--- src/kef_keyscan_map.svh ---
`ifndef KEF_KEYSCAN_MAP_SVH
`define KEF_KEYSCAN_MAP_SVH
// ****************************************************************
// register map
// ****************************************************************
`define KEF_REG_QUEUE    8'h00
`define KEF_REG_CFG      8'h01
`define KEF_CFG_SLEEP    7
`define KEF_CFG_INTMODE  5
`define KEF_CFG_RELEN    3
`define KEF_CFG_AWAKE    1
`define KEF_CFG_TMODIS   0
// reserved bits 6, 4, 2 never store and read as zero
`define KEF_CFG_WMASK    8'h2B
`define KEF_CFG_RST      8'h08
// ****************************************************************
// queue read codes and entry layout {repeat, release, key[5:0]}
// ****************************************************************
`define KEF_CODE_EMPTY   8'h3F
`define KEF_CODE_OVF     8'h7F
`define KEF_KEY_RPT      6'h3E
`define KEF_KEY_HIGH     6'h3E
`define KEF_ENT_RPT      7
`define KEF_ENT_REL      6
// ****************************************************************
// timing
// ****************************************************************
`define KEF_CLK_MHZ      100
`define KEF_AUTOSLEEP_MS 8
`define KEF_I2C_TMO_US   30
`define KEF_DEV_ADDR     7'h38
`endif

--- src/kef_pkg.sv ---
package kef_pkg;
    typedef enum logic [2:0] {
        ST_IDLE, ST_ADDR, ST_AACK, ST_WDATA, ST_WACK, ST_RDATA, ST_RACK
    } kef_i2c_state_type;
endpackage

--- src/kef_keyscan_fifo.sv ---
`include "kef_keyscan_map.svh"
// Notes on behaviour
// - low six bits carry key number
// - bit 7 set while more entries remain
// - bit 6 set for release, clear press
// - keys 62/63 always bit 7 set
// - empty and overflow have fixed codes
// - autorepeat code, bit 6 means more follow
// - pwm enable keeps keys active, ignores sleep writes
// - sleep changed by host, autosleep, autowake
// - mode 0 interrupt clears when queue empty
module kef_keyscan_fifo #(
    parameter int        DEPTH         = 16,
    parameter logic [6:0] DEV_ADDR     = `KEF_DEV_ADDR,
    parameter int        AUTOSLEEP_CYC = `KEF_AUTOSLEEP_MS * 1000 * `KEF_CLK_MHZ,
    parameter int        TMO_CYC       = `KEF_I2C_TMO_US * `KEF_CLK_MHZ
) (
    input  wire logic       core_clk,
    input  wire logic       srst,
    input  wire logic       scl_i,
    input  wire logic       sda_i,
    output logic            sda_o,
    output logic            sda_oe,
    input  wire logic       evt_valid,
    output logic            evt_ready,
    input  wire logic [5:0] evt_key,
    input  wire logic       evt_release,
    input  wire logic       evt_repeat,
    input  wire logic       pwm_cc_en,
    input  wire logic       autosleep_en,
    output logic            key_active,
    output logic            key_int_n
);
    localparam int AW = $clog2(DEPTH);

    // ****************************************************************
    // pin synchronisers
    // ****************************************************************
    logic [2:0] scl_m_r, sda_m_r;
    logic       scl_q_r, sda_q_r, scl_nxt, sda_nxt;
    logic       scl_rise, scl_fall, i2c_start, i2c_stop;

    always_ff @(posedge core_clk) begin
        scl_m_r <= {scl_m_r[1:0], scl_i};
        sda_m_r <= {sda_m_r[1:0], sda_i};
        scl_q_r <= srst ? 1'b1 : scl_nxt;
        sda_q_r <= srst ? 1'b1 : sda_nxt;
    end

    // a level only counts once the second and third stages agree
    assign scl_nxt   = (scl_m_r[1] == scl_m_r[2]) ? scl_m_r[2] : scl_q_r;
    assign sda_nxt   = (sda_m_r[1] == sda_m_r[2]) ? sda_m_r[2] : sda_q_r;
    assign scl_rise  = scl_nxt & ~scl_q_r;
    assign scl_fall  = ~scl_nxt & scl_q_r;
    assign i2c_start = scl_q_r & scl_nxt & sda_q_r & ~sda_nxt;
    assign i2c_stop  = scl_q_r & scl_nxt & ~sda_q_r & sda_nxt;

    // ****************************************************************
    // i2c slave protocol
    // ****************************************************************
    kef_pkg::kef_i2c_state_type state_r;
    logic [7:0]  shift_r, tx_r, ptr_r, cfg_r, rd_byte;
    logic [2:0]  bit_cnt_r;
    logic        got8_r, rw_r, nack_r, wfirst_r;
    logic [31:0] tmo_cnt_r;
    logic        tmo_hit, wr_byte, byte_load, q_read;

    assign tmo_hit   = !cfg_r[`KEF_CFG_TMODIS] && tmo_cnt_r >= 32'(TMO_CYC);
    assign wr_byte   = scl_fall && state_r == kef_pkg::ST_WDATA && got8_r;
    assign byte_load = scl_fall && ((state_r == kef_pkg::ST_AACK && rw_r) ||
                                    (state_r == kef_pkg::ST_RACK && !nack_r));
    assign q_read    = byte_load && ptr_r == `KEF_REG_QUEUE;

    always_ff @(posedge core_clk) begin
        if (srst || i2c_start) begin
            state_r   <= i2c_start ? kef_pkg::ST_ADDR : kef_pkg::ST_IDLE;
            bit_cnt_r <= 3'h0;
            got8_r    <= 1'b0;
            if (srst) begin
                shift_r  <= 8'h00;
                rw_r     <= 1'b0;
                nack_r   <= 1'b0;
                wfirst_r <= 1'b0;
            end
        end else if (i2c_stop || tmo_hit) begin
            state_r <= kef_pkg::ST_IDLE;
        end else begin
            unique case (state_r)
                kef_pkg::ST_IDLE: ;
                kef_pkg::ST_ADDR, kef_pkg::ST_WDATA: begin
                    if (scl_rise) begin
                        shift_r   <= {shift_r[6:0], sda_nxt};
                        bit_cnt_r <= bit_cnt_r + 3'h1;
                        got8_r    <= bit_cnt_r == 3'h7;
                    end else if (scl_fall && got8_r) begin
                        got8_r <= 1'b0;
                        if (state_r == kef_pkg::ST_WDATA) begin
                            state_r  <= kef_pkg::ST_WACK;
                            wfirst_r <= 1'b0;
                        end else if (shift_r[7:1] == DEV_ADDR) begin
                            state_r  <= kef_pkg::ST_AACK;
                            rw_r     <= shift_r[0];
                            wfirst_r <= ~shift_r[0];
                        end else begin
                            state_r <= kef_pkg::ST_IDLE;
                        end
                    end
                end
                kef_pkg::ST_AACK:
                    if (scl_fall) state_r <= rw_r ? kef_pkg::ST_RDATA : kef_pkg::ST_WDATA;
                kef_pkg::ST_WACK:
                    if (scl_fall) state_r <= kef_pkg::ST_WDATA;
                kef_pkg::ST_RDATA: begin
                    if (scl_rise) begin
                        bit_cnt_r <= bit_cnt_r + 3'h1;
                        got8_r    <= bit_cnt_r == 3'h7;
                    end else if (scl_fall && got8_r) begin
                        got8_r  <= 1'b0;
                        state_r <= kef_pkg::ST_RACK;
                    end
                end
                kef_pkg::ST_RACK: begin
                    if (scl_rise)
                        nack_r <= sda_nxt;
                    else if (scl_fall)
                        state_r <= nack_r ? kef_pkg::ST_IDLE : kef_pkg::ST_RDATA;
                end
                // the eighth code of the three-bit state is unused
                default: state_r <= kef_pkg::ST_IDLE;
            endcase
        end
    end

    // a stuck master holding scl low would otherwise hang the slave
    always_ff @(posedge core_clk) begin
        if (srst || state_r == kef_pkg::ST_IDLE || scl_q_r)
            tmo_cnt_r <= 32'h0;
        else if (!tmo_hit)
            tmo_cnt_r <= tmo_cnt_r + 32'h1;
    end

    // queue pointer stays put so the host can drain it in one burst
    always_ff @(posedge core_clk) begin
        if (srst)
            ptr_r <= 8'h00;
        else if (wr_byte)
            ptr_r <= wfirst_r ? shift_r : ptr_r + 8'h01;
        else if (byte_load && ptr_r != `KEF_REG_QUEUE)
            ptr_r <= ptr_r + 8'h01;
    end

    always_ff @(posedge core_clk) begin
        if (srst)
            tx_r <= 8'hFF;
        else if (byte_load)
            tx_r <= rd_byte;
        else if (scl_fall && state_r == kef_pkg::ST_RDATA && !got8_r)
            tx_r <= {tx_r[6:0], 1'b1};
    end

    assign sda_o  = 1'b0;
    assign sda_oe = state_r == kef_pkg::ST_AACK || state_r == kef_pkg::ST_WACK ||
                    (state_r == kef_pkg::ST_RDATA && !tx_r[7]);

    // ****************************************************************
    // configuration and sleep
    // ****************************************************************
    localparam logic [7:0] CFG_RST = `KEF_CFG_RST;
    logic        wr_cfg, sleep_r, wake_evt, evt_fire, keep_evt;
    logic [31:0] idle_cnt_r;

    assign wr_cfg   = wr_byte && !wfirst_r && ptr_r == `KEF_REG_CFG;
    assign evt_fire = evt_valid && evt_ready;
    assign wake_evt = evt_fire && !key_active && cfg_r[`KEF_CFG_AWAKE] && !evt_release;
    assign key_active = sleep_r || pwm_cc_en;

    always_ff @(posedge core_clk) begin
        if (srst)
            cfg_r <= `KEF_CFG_RST & `KEF_CFG_WMASK;
        else if (wr_cfg)
            cfg_r <= shift_r & `KEF_CFG_WMASK;
    end

    always_ff @(posedge core_clk) begin
        if (srst) begin
            sleep_r    <= CFG_RST[`KEF_CFG_SLEEP];
            idle_cnt_r <= 32'h0;
        end else begin
            idle_cnt_r <= (evt_fire || !sleep_r) ? 32'h0 : idle_cnt_r + 32'h1;
            if (wake_evt)
                sleep_r <= 1'b1;
            else if (wr_cfg && !pwm_cc_en)
                sleep_r <= shift_r[`KEF_CFG_SLEEP];
            else if (autosleep_en && !pwm_cc_en && idle_cnt_r >= 32'(AUTOSLEEP_CYC))
                sleep_r <= 1'b0;
        end
    end

    // ****************************************************************
    // two-entry input buffer and event queue
    // ****************************************************************
    logic [7:0]    buf_mem [2];
    logic          b_wr_r, b_rd_r;
    logic [1:0]    b_cnt_r;
    logic [7:0]    q_mem [DEPTH];
    logic [AW-1:0] q_wr_r, q_rd_r;
    logic [AW:0]   q_cnt_r;
    logic          b_push, b_pop, q_pop, ovf_r, int_pend_r;
    logic [7:0]    head;

    assign evt_ready = b_cnt_r != 2'h2;
    // sleeping keys other than an autowake press, and masked releases, are taken and thrown away
    assign keep_evt  = (key_active || wake_evt) && !(evt_release && !cfg_r[`KEF_CFG_RELEN]);
    assign b_push    = evt_fire && keep_evt;
    assign b_pop     = b_cnt_r != 2'h0 && q_cnt_r != (AW+1)'(DEPTH);
    assign head      = q_mem[q_rd_r];
    assign q_pop     = q_read && !ovf_r && q_cnt_r != '0;

    always_ff @(posedge core_clk) begin
        if (srst) begin
            b_wr_r  <= 1'b0;
            b_rd_r  <= 1'b0;
            b_cnt_r <= 2'h0;
        end else begin
            if (b_push) begin
                buf_mem[b_wr_r] <= {evt_repeat, evt_release, evt_key};
                b_wr_r          <= ~b_wr_r;
            end
            if (b_pop)
                b_rd_r <= ~b_rd_r;
            b_cnt_r <= b_cnt_r + {1'b0, b_push} - {1'b0, b_pop};
        end
    end

    always_ff @(posedge core_clk) begin
        if (srst) begin
            q_wr_r  <= '0;
            q_rd_r  <= '0;
            q_cnt_r <= '0;
        end else begin
            if (b_pop) begin
                q_mem[q_wr_r] <= buf_mem[b_rd_r];
                q_wr_r        <= AW'((q_wr_r + 1'b1) % DEPTH);
            end
            if (q_pop)
                q_rd_r <= AW'((q_rd_r + 1'b1) % DEPTH);
            q_cnt_r <= q_cnt_r + {{AW{1'b0}}, b_pop} - {{AW{1'b0}}, q_pop};
        end
    end

    // overflow: source offered a key while everything was full; set beats clear
    always_ff @(posedge core_clk) begin
        if (srst)
            ovf_r <= 1'b0;
        else if (evt_valid && !evt_ready)
            ovf_r <= 1'b1;
        else if (q_read)
            ovf_r <= 1'b0;
    end

    function automatic logic [7:0] queue_code(input logic ovf, input logic [AW:0] cnt,
                                              input logic [7:0] ent);
        logic more;
        more = cnt > (AW+1)'(1);
        if (ovf)
            queue_code = `KEF_CODE_OVF;
        else if (cnt == '0)
            queue_code = `KEF_CODE_EMPTY;
        else if (ent[`KEF_ENT_RPT])
            queue_code = {1'b0, more, `KEF_KEY_RPT};
        else if (ent[5:0] >= `KEF_KEY_HIGH)
            queue_code = {1'b1, ent[`KEF_ENT_REL], ent[5:0]};
        else
            queue_code = {more, ent[`KEF_ENT_REL], ent[5:0]};
    endfunction

    always_comb begin
        if (ptr_r == `KEF_REG_QUEUE)
            rd_byte = queue_code(ovf_r, q_cnt_r, head);
        else if (ptr_r == `KEF_REG_CFG)
            rd_byte = {key_active, cfg_r[6:0]};
        else
            rd_byte = 8'h00;
    end

    // ****************************************************************
    // interrupt
    // ****************************************************************
    always_ff @(posedge core_clk) begin
        if (srst)
            int_pend_r <= 1'b0;
        else if (b_pop)
            int_pend_r <= 1'b1;
        else if (q_read)
            int_pend_r <= 1'b0;
    end

    assign key_int_n = cfg_r[`KEF_CFG_INTMODE] ? ~int_pend_r : ~(q_cnt_r != '0 || ovf_r);

    logic qnorm;
    assign qnorm = q_read && !ovf_r && q_cnt_r != '0 && !head[`KEF_ENT_RPT];
endmodule

--- config.mk ---
export PLATFORM = sky130hd
export DESIGN_NAME = kef_keyscan_fifo
export DESIGN_NICKNAME = d
export VERILOG_FILES = /design/src/kef_pkg.sv /design/src/kef_keyscan_fifo.sv
export VERILOG_INCLUDE_DIRS = /design/src
export SDC_FILE = /design/constraint.sdc
export NUM_CORES = 1
export LEC_CHECK = 0
export ABC_AREA = 1
export ABC_CLOCK_PERIOD_IN_PS = 6300
export CAP_MARGIN = 20
export CORE_ASPECT_RATIO = 0.75
export CORE_MARGIN = 2
export CORE_UTILIZATION = 50
export DETAILED_ROUTE_END_ITERATION = 10
export DONT_BUFFER_PORTS = 1
export HOLD_SLACK_MARGIN = 0.08
export PLACE_DENSITY = 0.72
export RECOVER_POWER = 50
export REMOVE_ABC_BUFFERS = 1
export SYNTH_ARGS = -nofsm -noshare
export SYNTH_HDL_FRONTEND = slang
export SYNTH_SLANG_ARGS = --single-unit
--- constraint.sdc ---
create_clock -name core_clk -period 6.3 [get_ports core_clk]
set_clock_uncertainty 0.1 [all_clocks]
set_input_delay 1.26 -clock core_clk [delete_from_list [all_inputs] [get_ports core_clk]]
set_output_delay 1.26 -clock core_clk [all_outputs]
set_load 0.1 [all_outputs]
# After elaboration in Yosys (flattened, before gate mapping)
# Memory sizes are Yosys's and may differ from the RTL's. A register that Yosys moved wholly into a read port is not among the register bits.
# Index checks and enable logic that the tools add are counted.
[totals]
mem_count = 2
word_cells = 236
inputBits = 15
mem_bits_rw = 144
regBits = 130
[classes]
n_mux = 72
magnitude_cmp = 4
n_bitwise = 17
add_sub_neg = 10
n_reduce_logical = 80
eq_ne = 26
[mem_list]
columns = ["name", "depth", "width", "rd", "rd_clocked_by_memory_dff", "write_ports", "line_no", "text"]
rows = [
  ["q_mem", 16, 8, 1, 1, 1, "kef_keyscan_fifo.sv:205", "logic [7:0] q_mem [DEPTH];"],
  ["buf_mem", 2, 8, 1, 1, 1, "kef_keyscan_fifo.sv:202", "logic [7:0] buf_mem [2];"],
]
[ops]
columns = ["operator", "count"]
rows = [
  ["8-bit two-way mux", 16],
  ["32-bit by 1-bit adder with 32-bit output (second input constant)", 2],
  ["1-bit two-way mux", 39],
  ["3-bit two-way mux", 13],
  ["32-bit by 12-bit greater-or-equal comparator with 1-bit output (second input constant)", 1],
  ["32-bit by 20-bit greater-or-equal comparator with 1-bit output (second input constant)", 1],
  ["1-bit logical AND", 28],
  ["4-bit != test (second input constant)", 6],
  ["2-bit nonzero test", 11],
  ["3-bit case mux with 6 select lines", 1],
  ["1-bit logical NOT", 13],
  ["3-bit == test (second input constant)", 4],
  ["1-bit logical OR", 11],
  ["1-bit NOT", 10],
  ["9-bit AND reduction", 1],
  ["4-bit by 1-bit adder with 4-bit output (second input constant)", 2],
  ["8-bit by 1-bit adder with 8-bit output (second input constant)", 1],
  ["8-bit by 1-bit == test with 1-bit output (second input constant)", 1],
  ["8-bit logical NOT", 1],
  ["4-bit two-way mux", 2],
  ["4-bit by 2-bit != test with 1-bit output (second input constant)", 2],
  ["4-bit AND reduction", 2],
  ["8-bit nonzero test", 1],
  ["1-bit bitwise AND", 7],
  ["other kinds (25)", 33],
]

# Logic depth before layout (Yosys ltp)
[depth]
word_depth = 11
depth_mapped = 18
ltp_nobuf = 18

# Least setup slack after synthesis
# Ideal clock, no wire load.
[synth_path]
path_kind = "register -> output"
startpoint = "register q_cnt_r[2]"
endpoint = "output port key_int_n"
stages_incl_launch_ff = 7
t_required_ns = 4.940
slack_ns = 2.650
arrival_ns = 2.290
path_buffers = 0
path_cell_list = "dfxtp_1 > inv_1 > ha_1 > nand2_1 > nor3_1 > nand2_1 > mux2i_1"
[synth_between]
elab_chain_len = 4
[synth_rtl]
columns = ["item", "line_no", "text"]
rows = [
  ["start, declared", "kef_keyscan_fifo.sv:207", "logic [AW:0] q_cnt_r;"],
  ["start signal, assigned", "kef_keyscan_fifo.sv:247", "q_cnt_r <= q_cnt_r + {{AW{1'b0}}, b_pop} - {{AW{1'b0}}, q_pop};"],
  ["5-bit nonzero test", "--", ""],
  ["1-bit logical OR", "kef_keyscan_fifo.sv:298", "assign key_int_n = cfg_r[`KEF_CFG_INTMODE] ? ~int_pend_r : ~(q_cnt_r != '0 || ovf_r);"],
  ["1-bit NOT", "kef_keyscan_fifo.sv:298", ""],
  ["1-bit two-way mux", "kef_keyscan_fifo.sv:298", ""],
  ["end, declared", "kef_keyscan_fifo.sv:32", "output logic key_int_n"],
]
# No other way between the ends.

# Final worst setup path
[layout_path]
startpoint = "register state_r[2]"
endpoint = "register q_cnt_r[4]"
[layout_between]
elab_chain_len = 8
word_cells_on_any_way = 10
[layout_rtl]
columns = ["item", "line_no", "text"]
rows = [
  ["start, declared", "kef_keyscan_fifo.sv:61", "kef_pkg::kef_i2c_state_type state_r;"],
  ["start signal, assigned", "kef_keyscan_fifo.sv:76", "state_r <= i2c_start ? kef_pkg::ST_ADDR : kef_pkg::ST_IDLE;"],
  ["start signal, assigned", "kef_keyscan_fifo.sv:86", "state_r <= kef_pkg::ST_IDLE;"],
  ["start signal, assigned", "kef_keyscan_fifo.sv:98", "state_r <= kef_pkg::ST_WACK;"],
  ["3-bit by 2-bit == test with 1-bit output or 3-bit == test (tied branches)", "kef_keyscan_fifo.sv:70, kef_keyscan_fifo.sv:71", ""],
  ["1-bit logical AND (on tied branches)", "kef_keyscan_fifo.sv:70, kef_keyscan_fifo.sv:71", ""],
  ["1-bit logical OR (*)", "kef_keyscan_fifo.sv:70", "assign byte_load = scl_fall && ((state_r == kef_pkg::ST_AACK && rw_r) ||"],
  ["1-bit logical AND (*)", "kef_keyscan_fifo.sv:70", ""],
  ["1-bit logical AND (no source line) (*)", "--", ""],
  ["1-bit logical AND (*) (2 in series)", "--", ""],
  ["via q_pop", "kef_keyscan_fifo.sv:208", "logic b_push, b_pop, q_pop, ovf_r, int_pend_r;"],
  ["5-bit by 1-bit subtractor with 5-bit output (*)", "kef_keyscan_fifo.sv:247", ""],
]
# Mark *: on every way through the listed nets, which the timed path passes. The rest lies on a longest branch.
# A chain may end at the register's enable or synchronous reset.

==> insert_results.sql <==
INSERT INTO impl_metrics (metric_group, metric, value, unit) VALUES
('cells_and_area', 'antennaDiodeCount', '0', ''),
('sta', 'maxSlewHeadroom', '16.3', '%'),
('clocking', 'cts_tree', 'built', ''),
('logic_synthesis', 'synth-async-reset-ratio', '0', '%'),
('cells_and_area', 'areaGrowthSynthToFinish', '9.68', '%'),
('worst_setup_path', 'critPathKind', 'reg -> reg', ''),
('logic_synthesis', 'post_synth_xor_area_fraction', '1.81', '%'),
('worst_setup_path', 'timing.critical_path.max_delay_family', 'simple AND/OR/NAND/NOR gates', ''),
('sta', 'worst_slew_pin_slew', '1.26', 'ns'),
('routing', 'detail_route.drc_violations', '0', ''),
('worst_setup_path', 'timing.critical_path.arrival', '3.95', 'ns'),
('clocking', 'cts-hold-fix-buffers', '0', ''),
('logic_synthesis', 'synth_warnings', '0', ''),
('logic_synthesis', 'ys_types', '49', ''),
('worst_setup_path', 'timing.critical_path.from_type', 'flip-flop', ''),
('sta', 'period_share', '56.7', '%'),
('worst_setup_path', 'worst-endpoint-required', '6.68', 'ns'),
('logic_synthesis', 'share_of_the_yosys_chip_area_belonging_to_registers', '55.0', '%'),
('sta', 'totalNegativeSetupSlack', '0', 'ns'),
('sta', 'finalSetupViolCount', '0', ''),
('power_and_ir_drop', 'total_power', '0.00466', 'W'),
('clocking', 'clock_latency_on_the_worst_skew_pair', '0.55', 'ns'),
('sta', 'hold_viol_final', '0', ''),
('grt', 'antenna_violations_before_repair', '0', ''),
('placed_design', 'routabilityCongestion', '0.930', ''),
('logic_synthesis', 'synth_top_family_by_area', 'simple AND/OR/NAND/NOR gates', ''),
('worst_setup_path', 'end_kind', 'flip-flop', ''),
('floorplanning', 'die-area', '27400', 'µm²'),
('routing', 'antenna_left', '0', ''),
('cells_and_area', 'final_nets', '1540', ''),
('logic_synthesis', 'synth-compound-area-share', '7.49', '%'),
('logic_synthesis', 'muxShareOfSynthArea', '0.768', '%'),
('logic_synthesis', 'synth_seq_cells', '279', ''),
('grt', 'grt_pass1_wl', '46300', 'µm'),
('grt', 'sum_of_overflow_across_all_layers_after_global_routing', '0', ''),
('cells_and_area', 'post_route_cells_drive_above_1_share', '5.65', '%'),
('logic_synthesis', 'synth_area', '13000', 'µm²'),
('run_status', 'run_status', 'finished, final reports clean', ''),
('logic_synthesis', 'post_synth_inst_count', '1505', ''),
('floorplanning', 'core_area', '25800', 'µm²'),
('placed_design', 'place_worst_setup_slack', '2.98', 'ns'),
('logic_synthesis', 'synth_ff_type', 'sky130_fd_sc_hd__edfxtp_1', ''),
('clocking', 'clk_pin_slew', '0.06', 'ns'),
('clocking', 'cts_sink_cnt', '279', ''),
('logic_synthesis', 'synth_top_cells_by_area', 'sky130_fd_sc_hd__edfxtp_1, sky130_fd_sc_hd__dfxtp_1, sky130_fd_sc_hd__nand2_1', ''),
('power_and_ir_drop', 'irDropWorstVdd', '0.256', 'mV'),
('routing', 'detail_route.first_pass.iterations', '5', ''),
('floorplanning', 'num_rows', '51', ''),
('logic_synthesis', 'syn_avg_cell_area', '8.66', 'µm²'),
('logic_synthesis', 'synth_top_cell_by_area', 'sky130_fd_sc_hd__edfxtp_1', ''),
('logic_synthesis', 'synthSimpleGateAreaFrac', '25.5', '%'),
('placed_design', 'post-dp-hpwl', '19600', 'µm'),
('floorplanning', 'design.portCount', '20', ''),
('routing', 'detail_route.iter0.violations', '900', ''),
('logic_synthesis', 'synth_edf_count', '158', ''),
('sta', 'rsz0062_at_grt', 'no', ''),
('clocking', 'cts_resized', '0', ''),
('routing', 'total_wire_length_after_detailed_routing', '28900', 'µm'),
('sta', 'timing.final.max_slew_violations', '0', ''),
('grt', 'grt_start_max_net_pins', '72', ''),
('logic_synthesis', 'synth-adder-area-share', '2.46', '%'),
('hold_path', 'min_path_type', 'reg -> reg', ''),
('sta', 'final_critical_period', '3.57', 'ns'),
('grt', 'groute.usage.overall', '21.2', '%'),
('cells_and_area', 'mostFrequentLayoutCell', 'sky130_fd_sc_hd__nand2_1', ''),
('worst_setup_path', 'crit_path_top_delay_cell', 'sky130_fd_sc_hd__edfxtp_1', ''),
('sta', 'post-route-worst-setup-slack', '2.73', 'ns'),
('sta', 'fmaxAchievable', '280', 'MHz'),
('clocking', 'h-tree-depth', '1', ''),
('cells_and_area', 'commonest_non_fill_non_tap_cells_in_the_layout', 'sky130_fd_sc_hd__nand2_1, sky130_fd_sc_hd__nor2_1, sky130_fd_sc_hd__inv_1, sky130_fd_sc_hd__edfxtp_1, sky130_fd_sc_hd__dfxtp_1', ''),
('cells_and_area', 'num-fill-cells', '2284', '');
## layer usage
metal | GRT usage (%) | share of wire, %
met1 | 32.0 | 48
met2 | 31.8 | 42
met3 | 3.98 | 7.7
met4 | 4.41 | 1.8
met5 | 0 | 0
## logic make-up after synthesis
| group | count (synthesis) |
|---|---|
| xor gates and xnor gates | 27 |
| muxes | 9 |
| other | 1 |
| AOI/OAI and AO/OA | 178 |
| adders and majority gates | 25 |
| and+or+nand+nor | 754 |
| DFF | 279 |
| buffers and inverters | 232 |
## through the flow
stage | hold WS, ns | instances | instance area [µm²] | utilization, %
after floorplan | 0.210 | 1460 | 12800 | -
after global placement | 0.213 | 1812 | 13300 | 51.7
after detailed placement | 0.219 | 1813 | 13400 | 51.8
after CTS | 0.232 | 1865 | 14300 | 55.6
after global routing | 0.236 | 1866 | 14300 | 55.4
final | 0.229 | 1866 | 14300 | 55.4
## where the power goes
| group | switching [W] | internal (W) |
|---|---|---|
| combinational | 0.000542 | 0.000209 |
| sequential | 0.0000648 | 0.00209 |
| clock | 0.000708 | 0.00105 |
| total | 0.00132 | 0.00335 |
## worst reg2reg max path, stage by stage, from the launching register on
cell and delay [ns]:
sky130_fd_sc_hd__edfxtp_1 0.43, sky130_fd_sc_hd__inv_1 0.12, sky130_fd_sc_hd__nand3_1 0.14, sky130_fd_sc_hd__o22ai_1 0.24, sky130_fd_sc_hd__nand2_1 0.28, sky130_fd_sc_hd__nor2_1 0.38
sky130_fd_sc_hd__nand2_1 0.25, sky130_fd_sc_hd__inv_1 0.20, sky130_fd_sc_hd__ha_1 0.14, sky130_fd_sc_hd__inv_1 0.04, sky130_fd_sc_hd__ha_1 0.20, sky130_fd_sc_hd__fa_1 0.39
sky130_fd_sc_hd__nand2_1 0.10, sky130_fd_sc_hd__a21oi_1 0.07, sky130_fd_sc_hd__nor2_1 0.15, sky130_fd_sc_hd__o21ai_0 0.10, sky130_fd_sc_hd__a21oi_1 0.17
## registers in the layout, summed over array words and instances, names as in the netlist, 4 cells and up, named ones only
register / flops
q_mem: 128
idle_cnt_r: 32
tmo_cnt_r: 32
buf_mem: 16
ptr_r: 8
shift_r: 8
tx_r: 8
q_cnt_r: 5
cfg_r: 4
q_rd_r: 4
q_wr_r: 4
## cells in the mapped netlist (13+ instances only)
cell type and count:
sky130_fd_sc_hd__o211ai_1 14, sky130_fd_sc_hd__nor2_1 178, sky130_fd_sc_hd__nand4_1 25, sky130_fd_sc_hd__inv_1 175
sky130_fd_sc_hd__edfxtp_1 158, sky130_fd_sc_hd__ha_1 24, sky130_fd_sc_hd__a21oi_1 83, sky130_fd_sc_hd__clkbuf_1 21
sky130_fd_sc_hd__nand3_1 111, sky130_fd_sc_hd__dfxtp_1 121, sky130_fd_sc_hd__nor4_1 13, sky130_fd_sc_hd__o21ai_0 58
sky130_fd_sc_hd__buf_2 18, sky130_fd_sc_hd__nand2_1 343, sky130_fd_sc_hd__nor3_1 42, sky130_fd_sc_hd__xor2_1 22
## final timing paths
check / from / end / slack [ns] / cells past startpoint
hold reg to reg: scl_m_r[0] / scl_m_r[1] / 0.23 / 0
setup / recovery: state_r[2] / q_cnt_r[4] / 2.73 / 16
hold / removal: scl_m_r[0] / scl_m_r[1] / 0.23 / 0
setup reg to reg: state_r[2] / q_cnt_r[4] / 2.73 / 16
## layout make-up
cell class | instances | area (µm²) | share of cell area, %
multi-input combinational | 994 | 4910 | 34.3
clock buffer | 33 | 739 | 5.17
timing repair buffer | 10 | 108 | 0.753
inverter | 187 | 702 | 4.91
sequential | 279 | 7170 | 50.2
clock inverter | 19 | 238 | 1.66
tap | 344 | 430 | 3.01
No activity file was read; power rests on OpenSTA's default activity.
